File: src/rtl/raw_map.svh
`ifndef RAW_MAP_SVH
`define RAW_MAP_SVH
// ****************************************
// Register offsets
// ****************************************
`define RAW_R_FLAGS 4'h0
`define RAW_R_ALM_SEC 4'h2
`define RAW_R_ALM_MIN 4'h3
`define RAW_R_ALM_HR 4'h4
`define RAW_R_ALM_DATE 4'h5
`define RAW_R_INTR 4'h6
`define RAW_R_WDOG 4'h7
`define RAW_R_CTRL 4'h8
`define RAW_R_SEC 4'h9
`define RAW_R_MIN 4'hA
`define RAW_R_HR 4'hB
`define RAW_R_DAY 4'hC
`define RAW_R_DATE 4'hD
`define RAW_R_MON 4'hE
`define RAW_R_YR 4'hF
// ****************************************
// Bit positions
// ****************************************
`define RAW_B_WF 7
`define RAW_B_AF 6
`define RAW_B_W 7
`define RAW_B_R 6
`define RAW_B_OSC 7
`define RAW_B_FT 6
`define RAW_B_AE 7
`define RAW_B_ABE 5
`define RAW_B_WDS 7
`define RAW_B_AM 7
`define RAW_FT_BIT 5
// ****************************************
// Time field masks and limits (BCD)
// ****************************************
`define RAW_M_CEN 8'h3F
`define RAW_M_SEC 8'h7F
`define RAW_M_HR 8'h3F
`define RAW_M_DAY 8'h07
`define RAW_M_DATE 8'h3F
`define RAW_M_MON 8'h1F
`define RAW_M_YR 8'hFF
`define RAW_ZERO 8'h00
`define RAW_ONE 8'h01
`define RAW_MAX_SEC 8'h59
`define RAW_MAX_HR 8'h23
`define RAW_MAX_DAY 8'h07
`define RAW_MAX_MON 8'h12
`define RAW_MAX_YR 8'h99
`define RAW_MAX_CEN 8'h39
`define RAW_FEB 5'h02
`define RAW_APR 5'h04
`define RAW_JUN 5'h06
`define RAW_SEP 5'h09
`define RAW_NOV 5'h11
`define RAW_DIM_31 8'h31
`define RAW_DIM_30 8'h30
`define RAW_DIM_29 8'h29
`define RAW_DIM_28 8'h28
// ****************************************
// Reset values, modes, timing
// ****************************************
`define RAW_SEC_RST 8'h80
`define RAW_PINS_IDLE 20'hF0000
`define RAW_AM_EVERY 4'hF
`define RAW_AM_SEC 4'hE
`define RAW_AM_MIN 4'hC
`define RAW_AM_HR 4'h8
`define RAW_AM_DATE 4'h0
`define RAW_PRE_W 15
`define RAW_SIXT_W 11
`define RAW_WD_W 11
`define RAW_HOLD_W 13
`define RAW_STAB_W 4
`define RAW_CLK_NS 100
`define RAW_TRC_NS 100
`define RAW_HOLD_US 500
`endif

File: src/rtl/raw_pkg.sv
package raw_pkg;
	// ****************************************
	// Shared types
	// ****************************************
	typedef logic [7:0] raw_byte_t;
	// Pin inputs sampled together
	typedef struct packed {
		logic sel_n;
		logic ce_n;
		logic we_n;
		logic oe_n;
		logic [3:0] addr;
		logic [7:0] data;
		logic osc;
		logic batt;
		logic pwrup;
		logic batt_low;
	} raw_pins_s;
	// Host access state
	typedef enum logic [2:0] {
		ACC_IDLE = 3'b001,
		ACC_READ = 3'b010,
		ACC_WRITE = 3'b100
	} raw_acc_e;
endpackage

File: src/rtl/raw_rtc.sv
// What this block does
// - Chip select low, write enable and SRAM enable high reads one of 16 registers.
// - Write runs from later falling edge of select/write to earlier rising edge.
// - Seconds MSB stops oscillator when 1, runs it at 0; starts at 1.
// - Read hold freezes external registers; internal counters keep running.
// - After read hold low 500us, external updates resume within one second.
// - Write hold stops updates of 8h-Fh; clearing loads values into counters.
// - Output toggles 512Hz when FT=1, AE=0 and steering=1 or watchdog zero.
// - Frequency test bit cleared on every power application; the power-up input leaves it set.
// - Alarm registers 2h-5h hold match values; four mask bits choose the rate.
// - Undefined mask combinations behave as once per second alarm.
// - Alarm match sets alarm flag; with AE it pulls the interrupt low.
// - Stable flags address for read cycle time releases interrupt; flag clears after.
// - On battery, alarm interrupt needs both AE and ABE set.
// - AE and ABE clear during power-up; alarm still sets the flag.
// - Watchdog timeout is five-bit multiplier times 1/16, 1/4, 1 or 4 s.
// - Watchdog timeout sets its flag and interrupt until flag or watchdog access.
// - With steering bit zero, watchdog timeout drives the interrupt output.
// - Any watchdog register access restarts the count; 00h disables it.
// - Power application clears watchdog register, AE and ABE.
`include "raw_map.svh"
`timescale 1ns/100ps
`default_nettype none
module raw_rtc #(
	parameter int HOLD_CYC = `RAW_HOLD_US * 1000 / `RAW_CLK_NS
) (
	input wire logic i_sys_clk,
	input wire logic i_arst_n,
	input wire logic i_rtc_sel_n,
	input wire logic i_sram_en_n,
	input wire logic i_wr_en_n,
	input wire logic i_out_en_n,
	input wire logic [3:0] i_addr,
	input wire raw_pkg::raw_byte_t i_data,
	output raw_pkg::raw_byte_t o_data,
	output logic o_data_oe,
	input wire logic i_osc_32k,
	input wire logic i_on_battery,
	input wire logic i_power_up,
	input wire logic i_batt_low,
	output logic o_irq_freq_out_n,
	output logic o_irq_freq_oe
);
	import raw_pkg::*;

	localparam int TRC_CYC_RAW = (`RAW_TRC_NS + `RAW_CLK_NS - 1) / `RAW_CLK_NS;
	localparam int TRC_CYC = (TRC_CYC_RAW < 1) ? 1 : TRC_CYC_RAW;

	// ****************************************
	// Functions
	// ****************************************
	// BCD step with wrap; bit 8 is the carry out
	function automatic logic [8:0] bcd_step(input logic [7:0] v, input logic [7:0] lo, input logic [7:0] hi);
		if (v >= hi)
			bcd_step = {1'b1, lo};
		else if (v[3:0] == 4'h9)
			bcd_step = {1'b0, v[7:4] + 4'h1, 4'h0};
		else
			bcd_step = {1'b0, v + 8'h01};
	endfunction

	// Time bits of each clock register
	function automatic logic [7:0] tmask(input logic [3:0] idx);
		case (idx)
			`RAW_R_CTRL: tmask = `RAW_M_CEN;
			`RAW_R_SEC, `RAW_R_MIN: tmask = `RAW_M_SEC;
			`RAW_R_HR: tmask = `RAW_M_HR;
			`RAW_R_DAY: tmask = `RAW_M_DAY;
			`RAW_R_DATE: tmask = `RAW_M_DATE;
			`RAW_R_MON: tmask = `RAW_M_MON;
			`RAW_R_YR: tmask = `RAW_M_YR;
			default: tmask = `RAW_ZERO;
		endcase
	endfunction

	// Last date of the month, leap years by two-digit BCD year
	function automatic logic [7:0] days_in(input logic [4:0] mon, input logic [7:0] yr);
		logic leap;
		leap = yr[4] ? (yr[3:0] == 4'h2 || yr[3:0] == 4'h6)
			: (yr[3:0] == 4'h0 || yr[3:0] == 4'h4 || yr[3:0] == 4'h8);
		case (mon)
			`RAW_FEB: days_in = leap ? `RAW_DIM_29 : `RAW_DIM_28;
			`RAW_APR, `RAW_JUN, `RAW_SEP, `RAW_NOV: days_in = `RAW_DIM_30;
			default: days_in = `RAW_DIM_31;
		endcase
	endfunction

	// ****************************************
	// Pin synchronisers
	// ****************************************
	raw_pins_s pin_raw;
	raw_pins_s pin_m;
	raw_pins_s pin_s;
	logic osc_d;

	assign pin_raw = '{sel_n: i_rtc_sel_n, ce_n: i_sram_en_n, we_n: i_wr_en_n, oe_n: i_out_en_n,
		addr: i_addr, data: i_data, osc: i_osc_32k, batt: i_on_battery, pwrup: i_power_up,
		batt_low: i_batt_low};

	// Two flops on every pin
	always_ff @(posedge i_sys_clk or negedge i_arst_n)
	begin
		if (!i_arst_n)
		begin
			pin_m <= `RAW_PINS_IDLE;
			pin_s <= `RAW_PINS_IDLE;
			osc_d <= 1'b0;
		end
		else
		begin
			pin_m <= pin_raw;
			pin_s <= pin_m;
			osc_d <= pin_s.osc;
		end
	end

	// ****************************************
	// Register storage
	// ****************************************
	raw_byte_t ext [0:15];
	raw_byte_t cnt [8:15];
	logic af;
	logic wf;

	// ****************************************
	// Host access decode
	// ****************************************
	raw_acc_e state;
	raw_acc_e next_state;
	logic [3:0] acc_addr;
	logic [3:0] wr_addr;
	raw_byte_t wr_data;
	logic [`RAW_STAB_W-1:0] stab;
	logic rel;
	wire acc_ok = ~pin_s.batt & ~pin_s.pwrup;
	wire rd_cond = acc_ok & ~pin_s.sel_n & pin_s.ce_n & pin_s.we_n;
	wire wr_cond = acc_ok & ~pin_s.sel_n & pin_s.ce_n & ~pin_s.we_n;
	wire rd_done = (state == ACC_READ) & (~rd_cond | pin_s.addr != acc_addr);
	wire wr_done = (state == ACC_WRITE) & ~wr_cond;
	wire acc_done = rd_done | wr_done;
	wire done_addr_is_flags = (state == ACC_READ ? acc_addr : wr_addr) == `RAW_R_FLAGS;
	wire done_addr_is_wdog = (state == ACC_READ ? acc_addr : wr_addr) == `RAW_R_WDOG;
	wire rel_hit = (state != ACC_IDLE) & (pin_s.addr == `RAW_R_FLAGS) & (pin_s.addr == acc_addr)
		& (stab >= `RAW_STAB_W'(TRC_CYC)) & (~pin_s.oe_n | ~pin_s.we_n);
	wire flags_clr = acc_done & done_addr_is_flags & (rel | rel_hit);
	wire wd_access = acc_done & done_addr_is_wdog;
	wire w_fall = wr_done & (wr_addr == `RAW_R_CTRL) & ext[`RAW_R_CTRL][`RAW_B_W] & ~wr_data[`RAW_B_W];
	wire raw_byte_t rd_mux = (pin_s.addr == `RAW_R_FLAGS)
		? {wf, af, 1'b0, pin_s.batt_low, 4'h0} : ext[pin_s.addr];

	// Access sequencing; write enable ends a read so outputs turn off
	always_comb
	begin
		next_state = state;
		case (state)
			ACC_IDLE: next_state = wr_cond ? ACC_WRITE : (rd_cond ? ACC_READ : ACC_IDLE);
			ACC_READ: next_state = wr_cond ? ACC_WRITE : (rd_cond ? ACC_READ : ACC_IDLE);
			ACC_WRITE: next_state = wr_cond ? ACC_WRITE : ACC_IDLE;
			default: next_state = ACC_IDLE;
		endcase
	end

	// Access state, captured write, address stability and release latch
	always_ff @(posedge i_sys_clk or negedge i_arst_n)
	begin
		if (!i_arst_n)
		begin
			state <= ACC_IDLE;
			acc_addr <= 4'h0;
			wr_addr <= 4'h0;
			wr_data <= 8'h00;
			stab <= '0;
			rel <= 1'b0;
			o_data <= 8'h00;
			o_data_oe <= 1'b0;
		end
		else
		begin
			state <= next_state;
			acc_addr <= pin_s.addr;
			if (wr_cond)
			begin
				wr_addr <= pin_s.addr;
				wr_data <= pin_s.data;
			end
			if (state == ACC_IDLE || pin_s.addr != acc_addr)
				stab <= '0;
			else if (stab != '1)
				stab <= stab + `RAW_STAB_W'(1);
			rel <= acc_done ? 1'b0 : (rel | rel_hit);
			o_data <= rd_mux;
			o_data_oe <= (next_state == ACC_READ) & ~pin_s.oe_n;
		end
	end

	// ****************************************
	// Oscillator prescaler and hold timing
	// ****************************************
	logic [`RAW_PRE_W-1:0] pre;
	logic sec_tick_d;
	logic [`RAW_HOLD_W-1:0] hold_cnt;
	wire osc_run = ~ext[`RAW_R_SEC][`RAW_B_OSC];
	wire osc_edge = pin_s.osc & ~osc_d & osc_run;
	wire sec_tick = osc_edge & (&pre);
	wire sixt_tick = osc_edge & (&pre[`RAW_SIXT_W-1:0]);
	wire hold_done = hold_cnt >= `RAW_HOLD_W'(HOLD_CYC);
	wire upd_now = sec_tick_d & hold_done & ~ext[`RAW_R_CTRL][`RAW_B_R] & ~ext[`RAW_R_CTRL][`RAW_B_W];

	// Prescaler and hold-release counter
	always_ff @(posedge i_sys_clk or negedge i_arst_n)
	begin
		if (!i_arst_n)
		begin
			pre <= '0;
			sec_tick_d <= 1'b0;
			hold_cnt <= '0;
		end
		else
		begin
			if (osc_edge)
				pre <= pre + `RAW_PRE_W'(1);
			sec_tick_d <= sec_tick;
			if (ext[`RAW_R_CTRL][`RAW_B_R])
				hold_cnt <= '0;
			else if (!hold_done)
				hold_cnt <= hold_cnt + `RAW_HOLD_W'(1);
		end
	end

	// ****************************************
	// Internal timekeeping counters
	// ****************************************
	logic [8:0] st_sec, st_min, st_hr, st_day, st_date, st_mon, st_yr, st_cen;
	assign st_sec = bcd_step(cnt[`RAW_R_SEC], `RAW_ZERO, `RAW_MAX_SEC);
	assign st_min = bcd_step(cnt[`RAW_R_MIN], `RAW_ZERO, `RAW_MAX_SEC);
	assign st_hr = bcd_step(cnt[`RAW_R_HR], `RAW_ZERO, `RAW_MAX_HR);
	assign st_day = bcd_step(cnt[`RAW_R_DAY], `RAW_ONE, `RAW_MAX_DAY);
	assign st_date = bcd_step(cnt[`RAW_R_DATE], `RAW_ONE, days_in(cnt[`RAW_R_MON][4:0], cnt[`RAW_R_YR]));
	assign st_mon = bcd_step(cnt[`RAW_R_MON], `RAW_ONE, `RAW_MAX_MON);
	assign st_yr = bcd_step(cnt[`RAW_R_YR], `RAW_ZERO, `RAW_MAX_YR);
	assign st_cen = bcd_step(cnt[`RAW_R_CTRL], `RAW_ZERO, `RAW_MAX_CEN);
	wire c_min = st_sec[8];
	wire c_hr = c_min & st_min[8];
	wire c_day = c_hr & st_hr[8];
	wire c_mon = c_day & st_date[8];
	wire c_yr = c_mon & st_mon[8];
	wire c_cen = c_yr & st_yr[8];

	// Counters load from the external set when write hold drops
	always_ff @(posedge i_sys_clk or negedge i_arst_n)
	begin
		if (!i_arst_n)
		begin
			for (int i = 8; i < 16; i++)
				cnt[i] <= 8'h00;
		end
		else if (w_fall)
		begin
			for (int i = 9; i < 16; i++)
				cnt[i] <= ext[i] & tmask(4'(i));
			cnt[`RAW_R_CTRL] <= wr_data & `RAW_M_CEN;
		end
		else if (sec_tick)
		begin
			cnt[`RAW_R_SEC] <= st_sec[7:0];
			if (c_min)
				cnt[`RAW_R_MIN] <= st_min[7:0];
			if (c_hr)
				cnt[`RAW_R_HR] <= st_hr[7:0];
			if (c_day)
			begin
				cnt[`RAW_R_DAY] <= st_day[7:0];
				cnt[`RAW_R_DATE] <= st_date[7:0];
			end
			if (c_mon)
				cnt[`RAW_R_MON] <= st_mon[7:0];
			if (c_yr)
				cnt[`RAW_R_YR] <= st_yr[7:0];
			if (c_cen)
				cnt[`RAW_R_CTRL] <= st_cen[7:0];
		end
	end

	// ****************************************
	// External register set
	// ****************************************
	// Host writes win over updates; power-up keeps alarm enables clear
	always_ff @(posedge i_sys_clk or negedge i_arst_n)
	begin
		if (!i_arst_n)
		begin
			for (int i = 0; i < 16; i++)
				ext[i] <= 8'h00;
			ext[`RAW_R_SEC] <= `RAW_SEC_RST;
		end
		else
		begin
			if (wr_done && wr_addr != `RAW_R_FLAGS)
				ext[wr_addr] <= wr_data;
			else if (upd_now)
			begin
				for (int i = 8; i < 16; i++)
					ext[i] <= (ext[i] & ~tmask(4'(i))) | (cnt[i] & tmask(4'(i)));
			end
			if (pin_s.pwrup)
			begin
				ext[`RAW_R_INTR][`RAW_B_AE] <= 1'b0;
				ext[`RAW_R_INTR][`RAW_B_ABE] <= 1'b0;
			end
		end
	end

	// ****************************************
	// Alarm match
	// ****************************************
	wire [3:0] am = {ext[`RAW_R_ALM_DATE][`RAW_B_AM], ext[`RAW_R_ALM_HR][`RAW_B_AM],
		ext[`RAW_R_ALM_MIN][`RAW_B_AM], ext[`RAW_R_ALM_SEC][`RAW_B_AM]};
	wire am_ok = am == `RAW_AM_EVERY || am == `RAW_AM_SEC || am == `RAW_AM_MIN || am == `RAW_AM_HR
		|| am == `RAW_AM_DATE;
	wire [3:0] am_eff = am_ok ? am : `RAW_AM_EVERY;
	wire m_sec = cnt[`RAW_R_SEC] == (ext[`RAW_R_ALM_SEC] & `RAW_M_SEC);
	wire m_min = cnt[`RAW_R_MIN] == (ext[`RAW_R_ALM_MIN] & `RAW_M_SEC);
	wire m_hr = cnt[`RAW_R_HR] == (ext[`RAW_R_ALM_HR] & `RAW_M_HR);
	wire m_date = cnt[`RAW_R_DATE] == (ext[`RAW_R_ALM_DATE] & `RAW_M_DATE);
	wire alarm_ev = sec_tick_d & (am_eff[0] | m_sec) & (am_eff[1] | m_min)
		& (am_eff[2] | m_hr) & (am_eff[3] | m_date);

	// ****************************************
	// Watchdog
	// ****************************************
	logic [`RAW_WD_W-1:0] wd_cnt;
	wire raw_byte_t wd_reg = ext[`RAW_R_WDOG];
	wire [`RAW_WD_W-1:0] wd_limit = `RAW_WD_W'(wd_reg[6:2]) << {wd_reg[1:0], 1'b0};
	wire wd_en = wd_limit != '0;
	wire wd_ev = sixt_tick & wd_en & ~wd_access & (wd_cnt + `RAW_WD_W'(1) == wd_limit);

	// Timeout counter in sixteenths of a second
	always_ff @(posedge i_sys_clk or negedge i_arst_n)
	begin
		if (!i_arst_n)
			wd_cnt <= '0;
		else if (wd_access || !wd_en || wd_ev)
			wd_cnt <= '0;
		else if (sixt_tick)
			wd_cnt <= wd_cnt + `RAW_WD_W'(1);
	end

	// Sticky flags; a new event wins over a clear in the same cycle
	always_ff @(posedge i_sys_clk or negedge i_arst_n)
	begin
		if (!i_arst_n)
		begin
			af <= 1'b0;
			wf <= 1'b0;
		end
		else
		begin
			af <= alarm_ev | (af & ~flags_clr);
			wf <= wd_ev | (wf & ~flags_clr & ~wd_access);
		end
	end

	// ****************************************
	// Interrupt / frequency test output
	// ****************************************
	wire ae = ext[`RAW_R_INTR][`RAW_B_AE];
	wire wdog_steer = wd_reg[`RAW_B_WDS];
	wire irq_on = ((af & ae & (~pin_s.batt | ext[`RAW_R_INTR][`RAW_B_ABE]))
		| (wf & ~wdog_steer)) & ~rel & ~rel_hit;
	wire ft_on = ext[`RAW_R_DAY][`RAW_B_FT] & ~ae & (wdog_steer | wd_reg == 8'h00) & osc_run;

	// Open-drain pull low while active
	always_ff @(posedge i_sys_clk or negedge i_arst_n)
	begin
		if (!i_arst_n)
			o_irq_freq_oe <= 1'b0;
		else
			o_irq_freq_oe <= irq_on | (ft_on & ~pre[`RAW_FT_BIT]);
	end

	assign o_irq_freq_out_n = 1'b0; // Only ever pulls low
endmodule
`default_nettype wire

File: config.mk
export PLATFORM = sky130hd
export DESIGN_NAME = raw_rtc
export DESIGN_NICKNAME = d
export VERILOG_FILES = /design/src/rtl/raw_pkg.sv /design/src/rtl/raw_rtc.sv
export VERILOG_INCLUDE_DIRS = /design/src /design/src/rtl
export SDC_FILE = /design/constraint.sdc
export NUM_CORES = 1
export LEC_CHECK = 0
export BUFFER_PORTS_ARGS = -buffer_cell sky130_fd_sc_hd__buf_2
export CAP_MARGIN = 20
export CELL_PAD_IN_SITES_DETAIL_PLACEMENT = 1
export CELL_PAD_IN_SITES_GLOBAL_PLACEMENT = 2
export CORE_AREA = 10 10 198 200
export DETAILED_ROUTE_END_ITERATION = 12
export DIE_AREA = 0 0 208 210
export GPL_TIMING_DRIVEN = 0
export PLACE_DENSITY = 0.94
export SLEW_MARGIN = 40
export SYNTH_ARGS = -nofsm -noshare
export SYNTH_HDL_FRONTEND = slang
export SYNTH_SLANG_ARGS = --single-unit
File: constraint.sdc
create_clock -name i_sys_clk -period 5.95 [get_ports i_sys_clk]
set_input_delay 0 -clock i_sys_clk [delete_from_list [all_inputs] [get_ports i_sys_clk]]
set_output_delay 0 -clock i_sys_clk [all_outputs]
set_load 0.1 [all_outputs]
== Yosys cells after proc, flatten, opt, wreduce, memory -nomap -nowiden ==
Index checks and enable logic that the tools add are counted.
Storage, ports and cells
  output and inout bits: 11
  input bits: 22
  flip-flop bits (word level): 309
Cells by class
  $lt $le $gt $ge: 13
  muxes and demuxes: 67
  equality and inequality tests: 37
  reductions and logical operators: 41
  bitwise logic cells: 120
  add/sub/neg operators: 20
  shift operators: 1
Operators by type and width (number)
  two-way mux 8 bit: 34
  two-way mux 64 bit: 4
  AND 8 bit: 23
  bitwise mux 128 bit: 1
  adder 8 x 1 -> 8 bit, second input constant: 8
  OR 8 bit: 8
  == test 4 bit, second input constant: 14
  two-way mux 9 bit: 6
  AND 1 bit: 49
  NOT 8 bit: 5
  adder 4 x 1 -> 4 bit, second input constant: 9
  binary-select mux 8 bit (select 4 bit): 1
  demux 8 bit (select 4 bit): 1
  two-way mux 16 bit: 2
  two-way mux 13 bit: 2
  two-way mux 11 bit: 2
  nonzero test 2 bit: 11
  NOT 1 bit: 19
  == test 8 x 6 -> 1 bit: 2
  == test 8 x 7 -> 1 bit: 2
  greater-or-equal comparator 8 x 6 -> 1 bit, second input constant: 2
  greater-or-equal comparator 8 x 7 -> 1 bit, second input constant: 2
  zero test 4 bit: 4
  two-way mux 4 bit: 4
  45 further kinds: 84

== Depth between registers and ports, before layout ==
Gate-level depths: netlist of run 1.
  depth in word-level cells: 15
  mapped depth: 16
  depth with buffers taken out: 13

== Worst setup path before layout of run 1 ==
OpenSTA, ideal clock, no wires.
  kind: reg2reg
  from: reg cnt[1] (netlist bit)
  to: reg cnt[17] (netlist bit)
  arrival: 2.907 ns
  library setup time: 0.082 ns
  stages on the path, launching flop included: 15
  buffers on the path: 2
  setup slack: 2.961 ns
  cells stage by stage: dfrtp_1 clkbuf_1 nand2_1 nor2_1 o21bai_1 a21oi_1 nor4_1 nor2_1 ha_1 or4b_1 a21oi_1 o21ai_1 buf_2 or4_1 a31oi_1
On the way
  longest elaborated chain between the ends: 11
  elaborated cells between the ends (all ways): 16
  those cells by class: order compare: 1; eq/ne: 4; mux: 7; reduce/logical: 4
RTL lines
  from (decl): line raw_rtc.sv:121  | raw_byte_t cnt [8:15];
  from (signal, indexed assignment): line raw_rtc.sv:260  | cnt[i] <= ext[i] & tmask(4'(i));
  from (signal, indexed assignment): line raw_rtc.sv:261  | cnt[`RAW_R_CTRL] <= wr_data & `RAW_M_CEN;
  from (signal, indexed assignment): line raw_rtc.sv:265  | cnt[`RAW_R_SEC] <= st_sec[7:0];
  == test 4 x 3 -> 1 bit / zero test 4 bit (equally long branches): line raw_rtc.sv:80  | : (yr[3:0] == 4'h0 || yr[3:0] == 4'h4 || yr[3:0] == 4'h8);
  logical OR 1 bit (2 in a row): line raw_rtc.sv:80
  two-way mux 1 bit (*): line raw_rtc.sv:79  | leap = yr[4] ? (yr[3:0] == 4'h2 || yr[3:0] == 4'h6)
  two-way mux 1 bit (no source line) (*)
  one-hot mux 5 bit (2 select lines) (*): line raw_rtc.sv:81  | case (mon)
  greater-or-equal comparator 8 bit (*): line raw_rtc.sv:54  | if (v >= hi)
  two-way mux 9 bit (*): line raw_rtc.sv:54
  two-way mux 16 bit (*): line raw_rtc.sv:270  | if (c_day)
  two-way mux 64 bit (*): line raw_rtc.sv:263  | else if (sec_tick)
  two-way mux 64 bit (*): line raw_rtc.sv:257  | else if (w_fall)
Every way passes the cells marked *; elsewhere a longest branch is shown, timed or not. The select of a mux whose other input is x is not followed.
A chain may end at the register's enable or synchronous reset.

== Worst setup path after layout of run 1 ==
  from: reg cnt[3] (netlist bit)
  to: reg cnt[17] (netlist bit)
The elaborated chain is that of the path after synthesis.

==> summary.txt, run 1 <==
STA
  • Slew @ Worst Pin: 0.884 ns
  • Fin crit share: 62.4%
  • Final min period: 3.71 ns
  • RSZ-0062 raised after global routing: false
  • Fmax: 0.269 GHz
  • Layout Skew: 0.0244 ns
  • Final setup fails: 0
  • Relative slew slack: 41.1%
  • Final hold violation count: 0
  • Max Slew Vio Count: 0

Die
  • Die area: 0.0437 sq mm
  • # IOs: 33
  • Row cnt: 69
  • Die width: 208 um
  • Core area: 0.0352 sq mm
  • Initial core utilization: 45.5%
  • Die Y: 210 um

GRT
  • Grt total ovfl: 0
  • Initial antenna violation count: 1
  • Largest net degree at the start of global routing: 78
  • Total track usage: 25.0%
  • First-pass GRT wire length: 86.8 mm
  • Number of global-route vias before repair: 14187

Clock tree
  • CTS Buffer Depth: 3
  • CTS H-Tree Depth: 2
  • Worst-Skew Late Latency: 0.53 ns
  • TritonCTS buffer count: 35
  • PostCTS Resize Cnt: 0
  • Clock Tree Root: clkbuf_16
  • CTS sink cnt: 306
  • CTS tree: yes
  • Worst-path clk slew: 0.06 ns

Drt
  • DR vias: 13219
  • Met2 routed WL: 26.2 mm
  • Met1 Routed Length: 23.0 mm
  • Starting DRT DRC Count: 1288
  • Final ANT Viol Nets: 0
  • DR top layer: met5
  • WL/cell: 26.2 um
  • DRC viols: 0
  • Pre-antenna DRT Iters: 5
  • Met3 wire length: 3.69 mm
  • Routed WL: 55.1 mm
  • DR vias/cell: 6.28

Hold path
  • HP Class: in2async

Logic synthesis
  • Synth Area per Inst: 10.5 sq um
  • Async S/R FF share, synth: 100%
  • Total number of yosys warnings: 0
  • Synth cell types: 86
  • Synthesized area: 0.0160 sq mm
  • Top_reg_cell synth: dfrtp_1
  • Register area share after synthesis: 47.9%
  • EDFF count, synth: 0
  • Gate Count Post-Synth: 1522
  • Syn nets: 1575
  • #FFs+latches synth: 306

Final layout
  • Largest register FFs: 112
  • Final core utilization: 51.9%
  • Largest Register: ext
  • Layout cell share with drive strength beyond 1: 17.9%
  • Post-Layout Cell Count: 2105
  • Finished Cell Area: 0.0183 sq mm
  • Final nets: 1669
  • Area delta synth->final: 14.0%
  • Biggest regs: ext (112), cnt (64)
  • Commonest non-fill, non-tap cell in the layout: dfrtp_1
  • Layout fillers: 3807
  • Most frequent cells in the layout: 296 x dfrtp_1, 165 x nand2_1, 103 x o21ai_0

Setup path
  • Critical Path End Type: flip-flop
  • Classification of the worst setup path: reg2reg
  • Crit path DAT: 4.13 ns
  • Startpoint types: flip-flop
  • Critical-path maximum fanout: 10
  • Cell count of the worst reg-to-reg path: 13
  • Reg2Reg Setup Slack: 2.24 ns
  • Worst path required time: 6.37 ns
  • RR Startpoint: cnt[3]
  • Critical R2R Capture: cnt[17]

Placement
  • Buffers on Ports: 31
  • Placer Congestion: 0.916
  • DP Area: 0.0169 sq mm
  • DP Wirelength: 37.8 mm
  • Placed Instances: 2018

Job
  • # Max-Cap Violations: 0

Pwr
  • Pwr per Cell Area: 268 mW/mm^2
  • Leakage: 8.33 nW
  • Peak VDD IR: 284 uV

Outcome
  • Status: completed
## worst max path at each step
stage / cells past startpoint / slack [ns] / from / end
2_1_floorplan: 14 / 2.96 / cnt[1] / cnt[17]
3_3_place_gp: 1 / -0.92 / i_arst_n / pre[10]
3_5_place_dp: 15 / 2.29 / cnt[3] / cnt[60]
4_1_cts: 15 / 2.25 / cnt[3] / cnt[60]
5_1_grt: 15 / 1.80 / cnt[3] / cnt[60]
6_report: 13 / 2.24 / cnt[3] / cnt[17]
## timing repair
item / in CTS / in global routing
hold buffers: 22 / 0
endpoints found under the hold margin: 244 / 0
endpoints found under the setup margin: 0 / 0
setup buffers: 0 / 0
## Yosys cell counts (all sizes together) (22+ instances only)
cell type | n | share of area (%)
dfrtp | 296 | 46
xor2 | 46 | 2.5
xnor2 | 37 | 2.0
inv | 30 | 0.70
a21oi | 73 | 2.3
ha | 31 | 2.4
nand4 | 24 | 1.1
mux4 | 36 | 5.1
nand3 | 44 | 1.5
nor2 | 100 | 2.4
nor3 | 29 | 0.98
a2bb2oi | 48 | 2.6
clkbuf | 64 | 1.5
mux2 | 86 | 6.0
o21ai | 107 | 3.3
nand2 | 169 | 4.0
buf | 33 | 1.1
a31oi | 22 | 0.86
## routing by layer
layer  up-vias  GRT usage, %
met5         -             0
met2       526          40.9
met1      6824          32.6
met4         2          10.1
li1       5720             -
met3       147          4.08
## where the power goes
group | total (W) | internal (W) | switching, W
clock network | 0.00220 | 0.00125 | 0.000947
registers | 0.00230 | 0.00216 | 0.000136
logic | 0.000406 | 0.000136 | 0.000270
total | 0.00490 | 0.00355 | 0.00135
## final cells by class
type	instances	area, sq um	share of cell area [%]
antenna	1	2.50	0.0137
buffer	97	422	2.31
clock buffer	46	1010	5.52
clock inverter	18	145	0.794
inverter	30	113	0.616
multi-input combinational	1089	7830	42.9
sequential	306	7670	42.0
tap	461	577	3.16
timing repair buffer	57	505	2.77
## worst max-delay path, cell delays in order (launching register included)
cell	delay, ns
dfrtp_1	0.32
clkbuf_1	0.33
a211oi_1	0.14
o21bai_1	0.18
a21oi_1	0.10
nor4_1	0.21
nor2_1	0.08
ha_1	0.28
or4b_1	0.51
a21oi_1	0.20
o21ai_1	0.19
buf_2	0.28
or4_1	0.49
a31oi_1	0.29
## per-stage QoR
step	hold WS, ns	power, W	setup TNS, ns	setup slack [ns]
after global routing	0.113	0.00504	0	1.80
after CTS	0.0847	0.00489	0	2.25
after floorplan	-0.296	0.00248	0	2.96
final	0.0858	0.00490	0	2.24
after global placement	0.108	0.00265	-260.76	-0.917
after detailed placement	-0.0689	0.00269	0	2.29
## logic make-up after synthesis
kind of cell / Yosys count / share of synthesized area, %
other: 1 / 0.0234
DFF: 306 / 47.9
buffers and inverters: 127 / 3.32
xor gates and xnor gates: 83 / 4.54
AOI/OAI and AO/OA: 327 / 13.3
and+or+nand+nor: 511 / 16.6
muxes: 136 / 12.0
adders and majority gates: 31 / 2.42
(Power assumes the default switching activity.)
==> run 2, diff against run 1 <==
CORE_AREA = 10 10 207 209   (was 10 10 198 200)
DIE_AREA = 0 0 217 219   (was 0 0 208 210)
PLACE_DENSITY = 0.88   (was 0.94)
clock period = 3.6 ns   (was 5.95 ns; I/O delays follow)
==> summary.txt, run 2 (synthesis results as in run 1) <==
Job
  • # Max-Cap Violations: 0 (unchanged)

Drt
  • Starting DRT DRC Count: 1099 (-15%)
  • WL/cell: 24.8 um (-5.2%)
  • DR vias/cell: 6.00 (-4.5%)
  • DRC viols: 0 (unchanged)
  • Pre-antenna DRT Iters: 5 (unchanged)
  • Routed WL: 53.6 mm (-2.8%)
  • DR vias: 12944 (-2.1%)
  • Final ANT Viol Nets: 0 (unchanged)

Pwr
  • Leakage: 8.36 nW (+0.33%)
  • Switch Pwr: 0.00217 W (+61%)
  • Peak VDD IR: 285 uV (+0.37%)
  • Logic pwr share: 7.7% (-0.6 points)
  • Internal power: 0.00611 W (+72%)
  • Sequential power share: 45.7% (-1.2 points)
  • Pwr per Cell Area: 450 mW/mm^2 (+68%)
  • Clock power share: 46.6% (+1.8 points)
  • Sw Ratio: 26.2% (-1.4 points)
  • Total power: 0.00829 W (+69%)

STA
  • Final setup fails: 0 (unchanged)
  • Hold slack: 0.0597 ns (-0.0262 ns)
  • Relative slew slack: 40.1% (-0.94 points)
  • Final min period: 3.42 ns (-0.296 ns)
  • Fin crit share: 94.9% (+32 points)
  • Slew @ Worst Pin: 0.898 ns (+0.0140 ns)
  • Layout Skew: 0.0215 ns (-0.00290 ns)
  • RSZ-0062 raised after global routing: false
  • Fmax: 0.293 GHz (+8.7%)
  • Final hold violation count: 0 (unchanged)
  • Max Slew Vio Count: 0 (unchanged)

Final layout
  • Commonest non-fill, non-tap cell in the layout: dfrtp_1
  • Finished Cell Area: 0.0184 sq mm (+0.79%)
  • Final nets: 1666 (-0.18%)
  • Biggest regs: ext (112), cnt (64)
  • Largest Register: ext
  • Ant. Diodes: 0 (-1)
  • Most frequent cells in the layout: 292 x dfrtp_1, 165 x nand2_1, 103 x o21ai_0
  • Layout cell share with drive strength beyond 1: 18.1% (+0.22 points)
  • Largest register FFs: 112 (unchanged)
  • Area delta synth->final: 14.9%

Setup path
  • CP bufs+invs: 2 (unchanged)
  • Startpoint types: flip-flop
  • Crit path DAT: 3.86 ns (-0.27 ns)
  • CP max-delay cell: nor2b_1
  • Worst path required time: 4.05 ns (-2.32 ns)
  • Classification of the worst setup path: reg2reg
  • Top Family by Delay on Critical Path: simple AND/OR/NAND/NOR gates
  • Worst path max stage delay: 0.67 ns (+0.16 ns)
  • CP cell instances: nor3b_2 > o211ai_2 > nor2b_1 > buf_2 > clkbuf_1 > nand2_1 > o21ai_1
  • Critical-path maximum fanout: 10 (unchanged)
  • Critical Path End Type: flip-flop

Clock tree
  • Worst-path clk slew: 0.06 ns (about the same)
  • TritonCTS buffer count: 36 (+2.9%)
  • CTS tree: yes
  • CTS Buffer Depth: 3 (unchanged)
  • CTS H-Tree Depth: 2 (unchanged)
  • CTS sink cnt: 306 (unchanged)
  • Worst-Skew Late Latency: 0.55 ns (+0.02 ns)
  • Post-CTS setup buffer count: 0 (unchanged)
  • Clock Tree Root: clkbuf_16

Die
  • Row cnt: 72 (+4.3%)
  • Initial core utilization: 41.6% (-3.9 points)
  • Die area: 0.0475 sq mm (+8.8%)
  • Die width: 217 um (+4.3%)
  • Core area: 0.0386 sq mm (+9.5%)
  • # IOs: 33 (unchanged)
  • Die Y: 219 um (+4.3%)

GRT
  • First-pass GRT wire length: 83.3 mm (-4.0%)
  • Largest net degree at the start of global routing: 76 (-2.6%)
  • Total track usage: 22.5% (-2.5 points)
  • Number of global-route vias before repair: 13589 (-4.2%)
  • Initial antenna violation count: 1 (unchanged)
  • Grt total ovfl: 0 (unchanged)

Placement
  • DP Wirelength: 37.1 mm (-1.9%)
  • DP Area: 0.0170 sq mm (+0.39%)
  • Placer Congestion: 0.928 (+1.4%)
  • Buffers on Ports: 31 (unchanged)

Hold path
  • HP Class: in2async

Outcome
  • Status: completed
## run 2: cell count changes in the layout (fill, tap and decap cells not counted), sizes merged, moves of 2 or more
cell      delta
clkinv       -8
bufinv       +3
clkbuf       +3
clkinvlp     -2
inv          +2
## run 2: power groups by stage
stage | clock network, W | logic [W] | registers [W]
after floorplan | 0 | 0.000339 | 0.00376
after global placement | 0 | 0.000561 | 0.00382
after detailed placement | 0 | 0.000598 | 0.00383
after CTS | 0.00389 | 0.000626 | 0.00377
after global routing | 0.00404 | 0.000690 | 0.00379
final | 0.00387 | 0.000637 | 0.00378
## run 2: layout make-up
type | instances | area [sq um]
Sequential cell | 306 | 7670
Clock buffer | 52 | 1040
Inverter | 30 | 113
Fill cell | 4223 | 20100
Multi-Input combinational cell | 1089 | 7840
Buffer | 93 | 413
Clock inverter | 13 | 183
Timing Repair Buffer | 57 | 505
Tap cell | 518 | 648
## run 2: per-layer routing
layer / track usage [%] / vias to the layer above / wire, um
li1: - / 5709 / -
met1: 29.1 / 6768 / 23300
met2: 37.3 / 370 / 25600
met3: 3.92 / 97 / 3030
met4: 7.83 / 0 / 1670
met5: 0 / - / 0
## run 2: per-stage QoR
step / worst slack [ns] / utilization, % / TNS (ns) / cells
6_report: 0.185 / 47.8 / 0 / 2158
5_1_grt: 0.0434 / 47.8 / 0 / 2158
4_1_cts: 0.0187 / 47.7 / 0 / 2162
3_5_place_dp: -0.00947 / 44.0 / -0.00947 / 2075
3_3_place_gp: -3.35 / 43.7 / -995.36 / 2071
2_1_floorplan: 0.611 / - / 0 / 1522
## run 2: worst min-delay path, cell delays in order
cell,delay (ns)
dlygate4sd3_1,0.57
buf_8,0.15
buf_12,0.23
## run 2: worst paths after layout
kind                       startpoint        to  slack, ns  cells past startpoint
setup / recovery             state[1]    cnt[1]       0.18                      7
hold / removal               i_arst_n   cnt[28]       0.06                      3
setup reg to reg             state[1]    cnt[1]       0.18                      7
hold reg to reg              pin_m[3]  pin_s[3]       0.35                      0
max in group asynchronous    i_arst_n   ext[55]       2.40                      5
min in group i_sys_clk      i_data[1]  pin_m[5]       0.10                      2
## run 2: what timing repair did
item                                   in CTS  in global routing
gates resized for setup                     1                 11
setup endpoints to repair                   1                 19
hold buffers                               22                  0
endpoints found under the hold margin     181                  0
==> run 3, diff against run 2 <==
REMOVE_ABC_BUFFERS = 1   (was unset)
==> summary.txt, run 3 (synthesis results as in run 1) <==
STA
  • Final setup fails: 0 (unchanged)
  • Layout Skew: 0.0229 ns (+0.00143 ns)
  • Max Slew Vio Count: 0 (unchanged)
  • Slew @ Worst Pin: 0.891 ns (-0.00722 ns)
  • RSZ-0062 raised after global routing: false
  • Final min period: 3.49 ns (+0.0751 ns)
  • Fmax: 0.287 GHz (-2.2%)
  • Relative slew slack: 40.6% (+0.48 points)
  • Fin crit share: 97.0% (+2.1 points)
  • Final hold violation count: 0 (unchanged)

Final layout
  • Final core utilization: 47.5% (-0.24 points)
  • Biggest regs: ext (112), cnt (64)
  • Largest Register: ext
  • Layout cell share with drive strength beyond 1: 18.5% (+0.38 points)
  • Layout fillers: 4218 (-0.12%)
  • Ant. Diodes: 0 (unchanged)
  • Most frequent cells in the layout: 288 x dfrtp_1, 165 x nand2_1, 103 x o21ai_0
  • Largest register FFs: 112 (unchanged)
  • Final nets: 1584 (-4.9%)
  • Commonest non-fill, non-tap cell in the layout: dfrtp_1
  • Area delta synth->final: 14.3%

Setup path
  • Worst Setup SP: cnt[3]
  • Worst path required time: 4.05 ns (about the same)
  • Cell count of the worst reg-to-reg path: 11 (+4)
  • Worst path max stage delay: 0.58 ns (-0.09 ns)
  • Setup crit end: cnt[17]
  • Classification of the worst setup path: reg2reg
  • Critical R2R Capture: cnt[17]
  • CP cell instances: a211oi_2 > o21bai_1 > a21oi_1 > nor4_1 > nor2_1 > ha_1 > or4b_1 > a21oi_4 > o21ai_4 > or4_1 > a31oi_1
  • CP max-delay cell: or4b_1
  • RR Startpoint: cnt[3]
  • Number of cells on the critical path: 11 (+4)
  • Startpoint types: flip-flop
  • CP bufs+invs: 0 (-2)
  • Top Family by Delay on Critical Path: simple AND/OR/NAND/NOR gates
  • Critical-path maximum fanout: 12 (+2)
  • Reg2Reg Setup Slack: 0.11 ns (-0.08 ns)
  • Crit path DAT: 3.94 ns (+0.08 ns)
  • Critical Path End Type: flip-flop

Clock tree
  • Clock Tree Root: clkbuf_16
  • CTS tree: yes
  • TritonCTS buffer count: 37 (+2.8%)
  • CTS sink cnt: 306 (unchanged)
  • CTS H-Tree Depth: 2 (unchanged)
  • CTS Buffer Depth: 3 (unchanged)
  • Worst-path clk slew: 0.06 ns (about the same)
  • Post-CTS setup buffer count: 0 (unchanged)
  • Worst-Skew Late Latency: 0.55 ns (about the same)

Die
  • Die width: 217 um (unchanged)
  • Die area: 0.0475 sq mm (unchanged)
  • Die Y: 219 um (unchanged)
  • Row cnt: 72 (unchanged)
  • Initial core utilization: 41.6% (unchanged)
  • # IOs: 33 (unchanged)
  • Core area: 0.0386 sq mm (unchanged)

Placement
  • DP Wirelength: 33.1 mm (-11%)
  • Placer Congestion: 0.826 (-11%)
  • Buffers on Ports: 31 (unchanged)

Drt
  • Pre-antenna DRT Iters: 4 (-1)
  • Final ANT Viol Nets: 0 (unchanged)
  • WL/cell: 23.6 um (-4.9%)
  • DRC viols: 0 (unchanged)
  • Routed WL: 49.0 mm (-8.5%)
  • DR vias/cell: 5.98 (-0.33%)
  • DR vias: 12411 (-4.1%)
  • Starting DRT DRC Count: 919 (-16%)

Outcome
  • Status: completed

Hold path
  • HP Class: in2reg

GRT
  • Largest net degree at the start of global routing: 77 (+1.3%)
  • Initial antenna violation count: 1 (unchanged)
  • Number of global-route vias before repair: 13305 (-2.1%)
  • Total track usage: 20.6% (-1.8 points)
  • First-pass GRT wire length: 78.0 mm (-6.4%)
  • Grt total ovfl: 0 (unchanged)

Pwr
  • Peak VDD IR: 257 uV (-9.8%)
  • Pwr per Cell Area: 451 mW/mm^2 (+0.25%)
  • Leakage: 8.24 nW (-1.4%)
  • Total power: 0.00826 W (-0.26%)

Job
  • # Max-Cap Violations: 0 (unchanged)
[run 3: cell types whose count changed in the layout (fill, tap and decap cells not counted), moves of 4 or more]
cell      before  now
buf_2         53   31
buf_4          8    0
clkbuf_1      66    9
clkbuf_2       4    0
dfrtp_1      292  288
[run 3: layer usage]
metal	global-route usage, %	share of wire [%]	up-vias
li1	-	-	5546
met2	35.1	50	278
met1	26.4	43	6516
met5	0	0	-
met3	3.98	5.2	71
met4	5.62	2.3	0
[run 3: how the worst min path moves through the flow]
stage / start / end / slack (ns) / cells past startpoint
6_report: i_addr[0] / pin_m[12] / 0.09 / 2
5_1_grt: i_batt_low / pin_m[0] / 0.09 / 2
4_1_cts: i_addr[1] / pin_m[13] / 0.07 / 2
3_5_place_dp: i_arst_n / stab[1] / -0.05 / 1
3_3_place_gp: i_out_en_n / pin_m[16] / 0.11 / 1
2_1_floorplan: i_arst_n / acc_addr[0] / -0.30 / 0
[run 3: repair_timing]
item	4_1_cts	5_1_grt
hold buffers	23	0
endpoints found under the hold margin	267	0
pin swaps	0	2
endpoints found under the setup margin	3	9
gates resized for setup	2	9
[run 3: through the flow]
| stage | hold WS, ns | TNS (ns) | area [sq um] | worst slack, ns | std cells |
|---|---|---|---|---|---|
| 6_report | 0.0877 | 0 | 18300 | 0.110 | 2076 |
| 5_1_grt | 0.0860 | 0 | 18300 | 0.0304 | 2076 |
| 4_1_cts | 0.0706 | 0 | 18300 | 0.0902 | 2076 |
| 3_5_place_dp | -0.0535 | -0.0261 | 16800 | -0.0190 | 1987 |
| 3_3_place_gp | 0.107 | -1184.91 | 16400 | -3.33 | 1974 |
| 2_1_floorplan | -0.296 | -20.76 | 15600 | -0.466 | 1425 |
[run 3: cell type report]
cell class | count | area [sq um] | share of cell area, %
multi-input cells | 1089 | 7940 | 43.3
flip-flops and latches | 306 | 7680 | 41.9
clock buffers | 52 | 1050 | 5.75
repair buffers | 67 | 681 | 3.71
well taps | 518 | 648 | 3.54
clock inverters | 14 | 205 | 1.12
inverters | 30 | 113 | 0.615
[run 3: power by group]
| group | internal [W] | switching [W] |
|---|---|---|
| sequential | 0.00358 | 0.000322 |
| clock | 0.00235 | 0.00156 |
| combinational | 0.000208 | 0.000251 |
| total | 0.00613 | 0.00213 |
[run 3: worst reg2reg max path, stage by stage (launching register included)]
cell	delay [ns]
dfrtp_2	0.47
a211oi_2	0.23
o21bai_1	0.09
a21oi_1	0.16
nor4_1	0.07
nor2_1	0.32
ha_1	0.31
or4b_1	0.58
a21oi_4	0.23
o21ai_4	0.16
or4_1	0.55
a31oi_1	0.22
